==> src/design/srp_pkg.sv <==
package srp_pkg;

  ////////////////////////////////////////////////////////////////////////////
  // clock and timing figures
  localparam int CLK_MHZ          = 25;
  localparam int CLK_PERIOD_NS    = 40;
  // plain defaults, set to the fitted part's figures
  localparam int ROW_PRECHARGE_TIME_NS  = 20;
  localparam int REFRESH_CYCLE_TIME_NS  = 66;
  localparam int ROW_ACTIVE_TIME_NS     = 44;
  localparam int SELF_REFRESH_EXIT_TIME_NS = 75;
  localparam int CLK_STABLE_NS          = 200;
  localparam int REFRESH_PERIOD_MS      = 64;
  localparam int REFRESH_ROWS           = 4096;
  localparam int SR_EXIT_MIN_CLKS       = 2;

  // least times round up, longest times round down
  localparam int TRP_CYC  = (ROW_PRECHARGE_TIME_NS * CLK_MHZ + 999) / 1000;
  localparam int REFRESH_CYCLE_TIME_CYC = (REFRESH_CYCLE_TIME_NS * CLK_MHZ + 999) / 1000;
  localparam int ROW_ACTIVE_TIME_CYC = (ROW_ACTIVE_TIME_NS * CLK_MHZ + 999) / 1000;
  localparam int SELF_REFRESH_EXIT_TIME_RAW = (SELF_REFRESH_EXIT_TIME_NS * CLK_MHZ + 999) / 1000;
  localparam int SELF_REFRESH_EXIT_TIME_CYC = (SELF_REFRESH_EXIT_TIME_RAW > SR_EXIT_MIN_CLKS) ? SELF_REFRESH_EXIT_TIME_RAW : SR_EXIT_MIN_CLKS;
  localparam int CLKST_CYC = (CLK_STABLE_NS * CLK_MHZ + 999) / 1000;
  localparam int REF_INT_CYC = (REFRESH_PERIOD_MS * 1000 * CLK_MHZ) / REFRESH_ROWS;
  localparam int PD_LIMIT_CYC = REFRESH_PERIOD_MS * 1000 * CLK_MHZ;

  ////////////////////////////////////////////////////////////////////////////
  // widths and reset values
  localparam int ADDR_W    = 12;
  localparam int BA_W      = 2;
  localparam int WAIT_W    = 8;
  localparam int REFT_W    = 10;
  localparam int PEND_W    = 4;
  localparam int PD_W      = 21;
  localparam logic [PEND_W-1:0] PEND_MAX = 4'h8;
  localparam logic [1:0] MASK_LEAD = 2'h2;
  localparam int A10_POS   = 10;
  localparam logic RST_CKE     = 1'b1;
  localparam logic RST_CLK_RUN = 1'b1;

  ////////////////////////////////////////////////////////////////////////////
  // command pins
  typedef struct packed {
    logic              cs_n;
    logic              ras_n;
    logic              cas_n;
    logic              we_n;
    logic [BA_W-1:0]   ba;
    logic [ADDR_W-1:0] addr;
  } srp_cmd_t;

  localparam srp_cmd_t CMD_INHIBIT = '{1'b1, 1'b1, 1'b1, 1'b1, 2'h0, 12'h000};
  localparam srp_cmd_t CMD_NOP     = '{1'b0, 1'b1, 1'b1, 1'b1, 2'h0, 12'h000};
  localparam srp_cmd_t CMD_PRE_ALL = '{1'b0, 1'b0, 1'b1, 1'b0, 2'h0, 12'h400};
  localparam srp_cmd_t CMD_REFRESH = '{1'b0, 1'b0, 1'b0, 1'b1, 2'h0, 12'h000};

  typedef struct packed {
    logic refreshing;
    logic self_refresh;
    logic power_down;
    logic suspended;
  } srp_mode_t;

  typedef enum logic [2:0] {
    ST_IDLE, ST_PRE_WAIT, ST_REF_WAIT, ST_SR_HOLD, ST_SR_CLK, ST_SR_EXIT, ST_PD
  } srp_state_t;

endpackage : srp_pkg

==> src/design/srp_ctrl.sv <==
// What this block does
// - precharge all banks, wait precharge time, then refresh
// - only NOP during refresh cycle time
// - distributed refresh at period over row count
// - clock enable held low throughout self refresh
// - stay in self refresh at least row active time
// - clock stable before enable high, then NOPs
// - restart distributed refresh after self refresh exit
// - leave power-down before refresh period expires
// - exit power-down with NOP and enable high
// - raise output mask ahead of write after read
`timescale 1ns/100ps
`default_nettype none

module srp_ctrl
  import srp_pkg::*;
#(
  parameter int PD_LIMIT = PD_LIMIT_CYC
) (
  input  wire logic      mclk_i,
  input  wire logic      rst_i,
  input  wire logic      cmd_valid_i,
  input  wire srp_cmd_t  cmd_i,
  input  wire logic      dqm_i,
  input  wire logic      rd_wr_turn_i,
  input  wire logic      burst_active_i,
  input  wire logic      suspend_req_i,
  input  wire logic      self_ref_req_i,
  input  wire logic      power_down_req_i,
  output logic           cmd_ready_o,
  output srp_cmd_t       sd_cmd_o,
  output logic           sd_cke_o,
  output logic           sd_dqm_o,
  output logic           sd_clk_run_o,
  output srp_mode_t      mode_o
);

  ////////////////////////////////////////////////////////////////////////////
  // state

  srp_state_t             state_reg;
  srp_state_t             state_next;
  srp_cmd_t               cmd_reg;
  srp_cmd_t               cmd_next;
  logic                   cke_reg;
  logic                   cke_next;
  logic                   clk_run_reg;
  logic                   clk_run_next;
  logic                   ready_reg;
  logic                   dqm_reg;
  logic [1:0]             mask_cnt_reg;
  logic [WAIT_W-1:0]      wait_reg;
  logic [WAIT_W-1:0]      wait_next;
  logic                   sr_go_reg;
  logic                   sr_go_next;
  logic [REFT_W-1:0]      ref_tmr_reg;
  logic [PEND_W-1:0]      pend_reg;
  logic [PD_W-1:0]        pd_cnt_reg;
  srp_mode_t              mode_reg;
  logic                   take;
  logic                   ref_tick;
  logic                   ref_done;
  logic                   sr_done;
  logic                   svc_want;
  logic                   suspend;
  logic                   pd_leave;

  // a burst must finish before refresh, self refresh or power-down is started; suspend only acts during a burst
  assign suspend  = suspend_req_i && burst_active_i;
  assign svc_want = (pend_reg != '0) || self_ref_req_i || power_down_req_i || suspend;
  assign take     = ready_reg && cmd_valid_i && (state_reg == ST_IDLE);
  assign ref_tick = (ref_tmr_reg == REFT_W'(REF_INT_CYC - 1));
  assign ref_done = (state_reg == ST_REF_WAIT) && (wait_reg == '0);
  assign sr_done  = (state_reg == ST_SR_EXIT) && (wait_reg == '0);
  assign pd_leave = !power_down_req_i || (pend_reg != '0) ||
                    (pd_cnt_reg == PD_W'(PD_LIMIT - 1));

  ////////////////////////////////////////////////////////////////////////////
  // sequencer

  always_comb begin
    state_next   = state_reg;
    cmd_next     = CMD_NOP;
    cke_next     = cke_reg;
    clk_run_next = clk_run_reg;
    wait_next    = (wait_reg != '0) ? wait_reg - WAIT_W'(1) : wait_reg;
    sr_go_next   = sr_go_reg;
    unique case (state_reg)
      ST_IDLE: begin
        cke_next = !suspend;
        if (take) begin
          cmd_next = cmd_i;
        end else if (!burst_active_i && (self_ref_req_i || pend_reg != '0)) begin
          cmd_next   = CMD_PRE_ALL;
          wait_next  = WAIT_W'(TRP_CYC - 1);
          sr_go_next = self_ref_req_i;
          state_next = ST_PRE_WAIT;
        end else if (!burst_active_i && power_down_req_i) begin
          cke_next   = 1'b0;
          state_next = ST_PD;
        end
      end
      ST_PRE_WAIT: begin
        if (wait_reg == '0) begin
          cmd_next = CMD_REFRESH;
          if (sr_go_reg) begin
            cke_next   = 1'b0;
            wait_next  = WAIT_W'(ROW_ACTIVE_TIME_CYC - 1);
            state_next = ST_SR_HOLD;
          end else begin
            wait_next  = WAIT_W'(REFRESH_CYCLE_TIME_CYC - 1);
            state_next = ST_REF_WAIT;
          end
        end
      end
      ST_REF_WAIT: begin
        if (wait_reg == '0) begin
          state_next = ST_IDLE;
        end
      end
      ST_SR_HOLD: begin
        cmd_next     = CMD_INHIBIT;
        cke_next     = 1'b0;
        clk_run_next = 1'b0;
        // stopping the clock saves power; the device runs on its own
        if (wait_reg == '0 && !self_ref_req_i) begin
          clk_run_next = 1'b1;
          wait_next    = WAIT_W'(CLKST_CYC - 1);
          state_next   = ST_SR_CLK;
        end
      end
      ST_SR_CLK: begin
        cke_next = 1'b0;
        if (wait_reg == '0) begin
          cke_next   = 1'b1;
          wait_next  = WAIT_W'(SELF_REFRESH_EXIT_TIME_CYC - 1);
          state_next = ST_SR_EXIT;
        end
      end
      ST_SR_EXIT: begin
        if (wait_reg == '0) begin
          sr_go_next = 1'b0;
          state_next = ST_IDLE;
        end
      end
      ST_PD: begin
        if (pd_leave) begin
          cke_next   = 1'b1;
          state_next = ST_IDLE;
        end
      end
    endcase
  end

  always_ff @(posedge mclk_i) begin
    if (rst_i) begin
      state_reg   <= ST_IDLE;
      cmd_reg     <= CMD_INHIBIT;
      cke_reg     <= RST_CKE;
      clk_run_reg <= RST_CLK_RUN;
      wait_reg    <= '0;
      sr_go_reg   <= 1'b0;
    end else begin
      state_reg   <= state_next;
      cmd_reg     <= cmd_next;
      cke_reg     <= cke_next;
      clk_run_reg <= clk_run_next;
      wait_reg    <= wait_next;
      sr_go_reg   <= sr_go_next;
    end
  end

  ////////////////////////////////////////////////////////////////////////////
  // user handshake: a pending service drops ready one cycle ahead

  always_ff @(posedge mclk_i) begin
    if (rst_i) begin
      ready_reg <= 1'b0;
    end else begin
      ready_reg <= (state_next == ST_IDLE) && !svc_want;
    end
  end

  ////////////////////////////////////////////////////////////////////////////
  // distributed refresh timer and backlog

  always_ff @(posedge mclk_i) begin
    if (rst_i || sr_done) begin
      ref_tmr_reg <= '0;
    end else if (ref_tick) begin
      ref_tmr_reg <= '0;
    end else begin
      ref_tmr_reg <= ref_tmr_reg + REFT_W'(1);
    end
  end

  // backlog saturates; a tick and a completed refresh in the same cycle cancel out
  always_ff @(posedge mclk_i) begin
    if (rst_i || sr_done) begin
      pend_reg <= '0;
    end else if (ref_tick && !ref_done) begin
      pend_reg <= (pend_reg == PEND_MAX) ? pend_reg : pend_reg + PEND_W'(1);
    end else if (!ref_tick && ref_done && pend_reg != '0) begin
      pend_reg <= pend_reg - PEND_W'(1);
    end
  end

  ////////////////////////////////////////////////////////////////////////////
  // power-down residency

  always_ff @(posedge mclk_i) begin
    if (rst_i || state_reg != ST_PD) begin
      pd_cnt_reg <= '0;
    end else begin
      pd_cnt_reg <= pd_cnt_reg + PD_W'(1);
    end
  end

  ////////////////////////////////////////////////////////////////////////////
  // output mask ahead of a write that cuts a read

  always_ff @(posedge mclk_i) begin
    if (rst_i) begin
      mask_cnt_reg <= '0;
      dqm_reg      <= 1'b1;
    end else begin
      if (rd_wr_turn_i) begin
        mask_cnt_reg <= MASK_LEAD;
      end else if (mask_cnt_reg != '0) begin
        mask_cnt_reg <= mask_cnt_reg - 2'h1;
      end
      dqm_reg <= dqm_i || rd_wr_turn_i || (mask_cnt_reg > 2'h1);
    end
  end

  ////////////////////////////////////////////////////////////////////////////
  // status

  always_ff @(posedge mclk_i) begin
    if (rst_i) begin
      mode_reg <= '0;
    end else begin
      mode_reg.refreshing   <= (state_next == ST_PRE_WAIT) || (state_next == ST_REF_WAIT);
      mode_reg.self_refresh <= (state_next == ST_SR_HOLD) || (state_next == ST_SR_CLK) ||
                               (state_next == ST_SR_EXIT);
      mode_reg.power_down   <= (state_next == ST_PD);
      mode_reg.suspended    <= (state_reg == ST_IDLE) && suspend && !take;
    end
  end

  assign cmd_ready_o  = ready_reg;
  assign sd_cmd_o     = cmd_reg;
  assign sd_cke_o     = cke_reg;
  assign sd_dqm_o     = dqm_reg;
  assign sd_clk_run_o = clk_run_reg;
  assign mode_o       = mode_reg;

endmodule // srp_ctrl

`default_nettype wire

==> config.mk <==
export PLATFORM = sky130hd
export DESIGN_NAME = srp_ctrl
export DESIGN_NICKNAME = d
export VERILOG_FILES = /design/src/design/srp_pkg.sv /design/src/design/srp_ctrl.sv
export SDC_FILE = /design/constraint.sdc
export NUM_CORES = 1
export LEC_CHECK = 0
export ABC_AREA = 1
export BUFFER_PORTS_ARGS = -buffer_cell sky130_fd_sc_hd__buf_4
export CAP_MARGIN = 0
export CORE_ASPECT_RATIO = 1.75
export CORE_MARGIN = 2
export CORE_UTILIZATION = 61
export DETAILED_ROUTE_END_ITERATION = 8
export GPL_TIMING_DRIVEN = 0
export PLACE_DENSITY = 0.92
export SYNTH_ARGS = -nofsm -noshare
export SYNTH_HDL_FRONTEND = slang
export SYNTH_SLANG_ARGS = --single-unit
==> constraint.sdc <==
create_clock -name mclk_i -period 3.2 [get_ports mclk_i]
set_input_delay 0.64 -clock mclk_i [delete_from_list [all_inputs] [get_ports mclk_i]]
set_output_delay 0.64 -clock mclk_i [all_outputs]
set_load 0.05 [all_outputs]
==> results.json <==
{
  "avgSynthCellArea_um2": 7.20,
  "max_slew_margin_pct": 65.6,
  "coreArea_um2": 5540,
  "final-seq-area_um2": 1500,
  "syn_inst": 485,
  "synth.yosys.seq_area_share_pct": 43.0,
  "cts.path.max_buffers": 2,
  "max-cap-violations": 0,
  "routedWlPerCell_um": 12.1,
  "hold_violations": 0,
  "h-tree-depth": 3,
  "setup_viol": 0,
  "grt_use_total_pct": 26.9,
  "yosys_warnings": 0,
  "reg2reg_slack_ps": 820,
  "numCtsBuffers": 9,
  "hpwl_um": 5920,
  "hold_class": "register to register",
  "area_growth_pct": 20.7,
  "drive_gt1_share_pct": 20.1,
  "syn_nets": 521,
  "final_max_slew_viol_count": 0,
  "post-place-ws_ps": 831,
  "die_x_um": 61.2,
  "postCtsSetupRepairBufs": 0,
  "die_area_um2": 6370,
  "grt_pass1_wl_um": 13000,
  "diodes": 0,
  "clk_pin_slew_worst_paths_ps": 80,
  "port_buffers": 52,
  "wirelength_um": 7600,
  "p_per_area_nw_per_um2": 702,
  "ant_nets": 0,
  "synth-edff-count": 0,
  "crit_required_ps": 3450,
  "rsz0062_at_grt": "false",
  "drt_pass1_iterations": 4,
  "num_rows": 36,
  "hp-start": "mask_cnt_reg[0]$_SDFFE_PP0P_",
  "initial_core_util_pct": 63.0,
  "placed_area_um2": 3980,
  "peakVddDrop_mv": 0.641,
  "grt_pass1_vias": 3191,
  "ios": 53,
  "critPathMaxFanout": 5,
  "cp.arrival_ps": 2630,
  "drtIter0Drc": 142,
  "largest_register_ffs": 21,
  "fin_tns_setup_ps": 0,
  "multi_input_area_um2": 1750,
  "fill_cells": 412,
  "synthesis.area_um2": 3490,
  "synth_top_area_cell": "dfxtp_1",
  "path_class": "register to register",
  "synthTopCellsByCount": "nand2_1 (104), nor2_1 (86), dfxtp_1 (75)",
  "via_per_inst": 5.16,
  "ff2ff_path_depth": 14,
  "cts_sinks": 75,
  "layout_min_cycle_time_ps": 2380,
  "cts_root_buffer": "clkbuf_8",
  "vias": 3238,
  "p_leak_nw": 1.84,
  "fin_ws_ps": 822,
  "clock_latency_ps": 360,
  "max_freq_mhz": 420,
  "yosysUniqueCellTypes": 35,
  "drc": 0,
  "post_cts_resized": 0,
  "synth_most_common_cell": "nand2_1",
  "timing.rr.end": "pend_reg[3]$_SDFFE_PP0P_",
  "async_reset_ff_share_pct": 0,
  "dominantRegCellSynth": "dfxtp_1",
  "whs_path_depth": 1,
  "overflow": 0,
  "postLayoutCellArea_um2": 4220,
  "synth.area.top_cells": "dfxtp_1 (43%), nand2_1 (11%), nor2_1 (9.2%)",
  "clock-skew-final_ps": 7.44,
  "tightest_slew_ps": 516,
  "netlist.area_leader.share_pct": 43.0,
  "ys_ff_latch": 75,
  "start_kind": "register",
  "fin_crit_sh_pct": 74.3,
  "r2r-start": "ref_tmr_reg[0]$_SDFF_PP0_",
  "grt_max_degree": 14,
  "nets": 584,
  "worstHoldEndpoint": "mask_cnt_reg[0]$_SDFFE_PP0P_",
  "die_h_um": 104,
  "cts_tree": "built",
  "place_congestion": 0.932,
  "grt_antenna_before_repair": 0,
  "status": "finished, final reports clean",
  "cts_hold_buf": 0,
  "cp-end-kind": "register"
}
-- cell families (layout without fill, tap and decap cells) --
group / Yosys count / after routing / share of synthesized area (%)
fa+ha+maj: 9 / 9 / 3.44
compound gates: 50 / 50 / 7.63
flops: 75 / 75 / 43.0
simple gates: 276 / 276 / 36.1
xor+xnor: 12 / 12 / 3.01
buf+inv: 63 / 130 / 6.84
-- routing by layer --
metal	track usage [%]	part of all wire (%)	vias up	routed length [um]
met1	27.4	37	1468	2800
met4	14.4	3.8	0	287
met5	0	0	-	0
li1	-	-	1657	-
met2	45.4	54	92	4130
met3	9.45	5.0	21	383
-- worst max-delay path: stages (launching register included) --
cell and delay, ps:
dfxtp_1 390, ha_1 160, inv_1 30, nor2_1 70, nand3_1 80, nor2_1 250, nand2_1 190, ha_1 360
and3_1 190, nor2_1 130, nand3_1 90, nand2_1 80, inv_1 50, a21oi_1 120, nor2_1 60
-- worst max-delay path by stage --
stage	endpoint	from	depth (start not counted)	slack (ps)
global placement	pend_reg[3]$_SDFFE_PP0P_	ref_tmr_reg[0]$_SDFF_PP0_	14	930
floorplan	pend_reg[3]$_SDFFE_PP0P_	ref_tmr_reg[0]$_SDFF_PP0_	14	1110
detailed placement	pend_reg[3]$_SDFFE_PP0P_	ref_tmr_reg[0]$_SDFF_PP0_	14	830
CTS	pend_reg[3]$_SDFFE_PP0P_	ref_tmr_reg[0]$_SDFF_PP0_	14	800
global route	pend_reg[3]$_SDFFE_PP0P_	ref_tmr_reg[0]$_SDFF_PP0_	16	660
finish	pend_reg[3]$_SDFFE_PP0P_	ref_tmr_reg[0]$_SDFF_PP0_	14	820
-- per-stage QoR --
stage | power [W] | instances | hold WS [ps] | util (%)
global route | 0.00313 | 628 | 445 | 76.1
CTS | 0.00298 | 628 | 422 | 76.1
floorplan | 0.00186 | 485 | 390 | -
detailed placement | 0.00210 | 613 | 411 | 71.8
global placement | 0.00206 | 613 | 401 | 71.8
finish | 0.00296 | 628 | 421 | 76.1
-- cell type report --
| cell class | instances | area share [%] |
|---|---|---|
| timing repair buffer | 52 | 9.26 |
| buffer | 5 | 0.504 |
| sequential | 75 | 35.6 |
| tap | 76 | 2.26 |
| multi-input combinational | 347 | 41.5 |
| clock inverter | 6 | 2.73 |
| inverter | 58 | 5.16 |
| clock buffer | 9 | 2.94 |
-- layout by cell type, fill, tap and decap left out, types with 6 or more instances in the layout --
| master | Yosys | layout |
|---|---|---|
| a21oi_1 | 22 | 22 |
| nor2_2 | 8 | 8 |
| nand2_2 | 10 | 10 |
| dfxtp_1 | 75 | 75 |
| nand2_1 | 104 | 104 |
| ha_1 | 8 | 8 |
| nand3_1 | 30 | 30 |
| clkbuf_8 | 0 | 9 |
| inv_2 | 9 | 9 |
| buf_4 | 0 | 52 |
| nor3_1 | 10 | 10 |
| o21ai_0 | 17 | 17 |
| nor2_1 | 86 | 86 |
| xor2_1 | 7 | 7 |
| inv_1 | 49 | 49 |
| nor3b_1 | 6 | 6 |
-- power breakdown --
group	switching [W]	internal [W]	total, W
sequential	0.0000763	0.00103	0.00111
clock	0.000349	0.000516	0.000865
combinational	0.000663	0.000325	0.000988
Power figures use the tool's default switching activity.
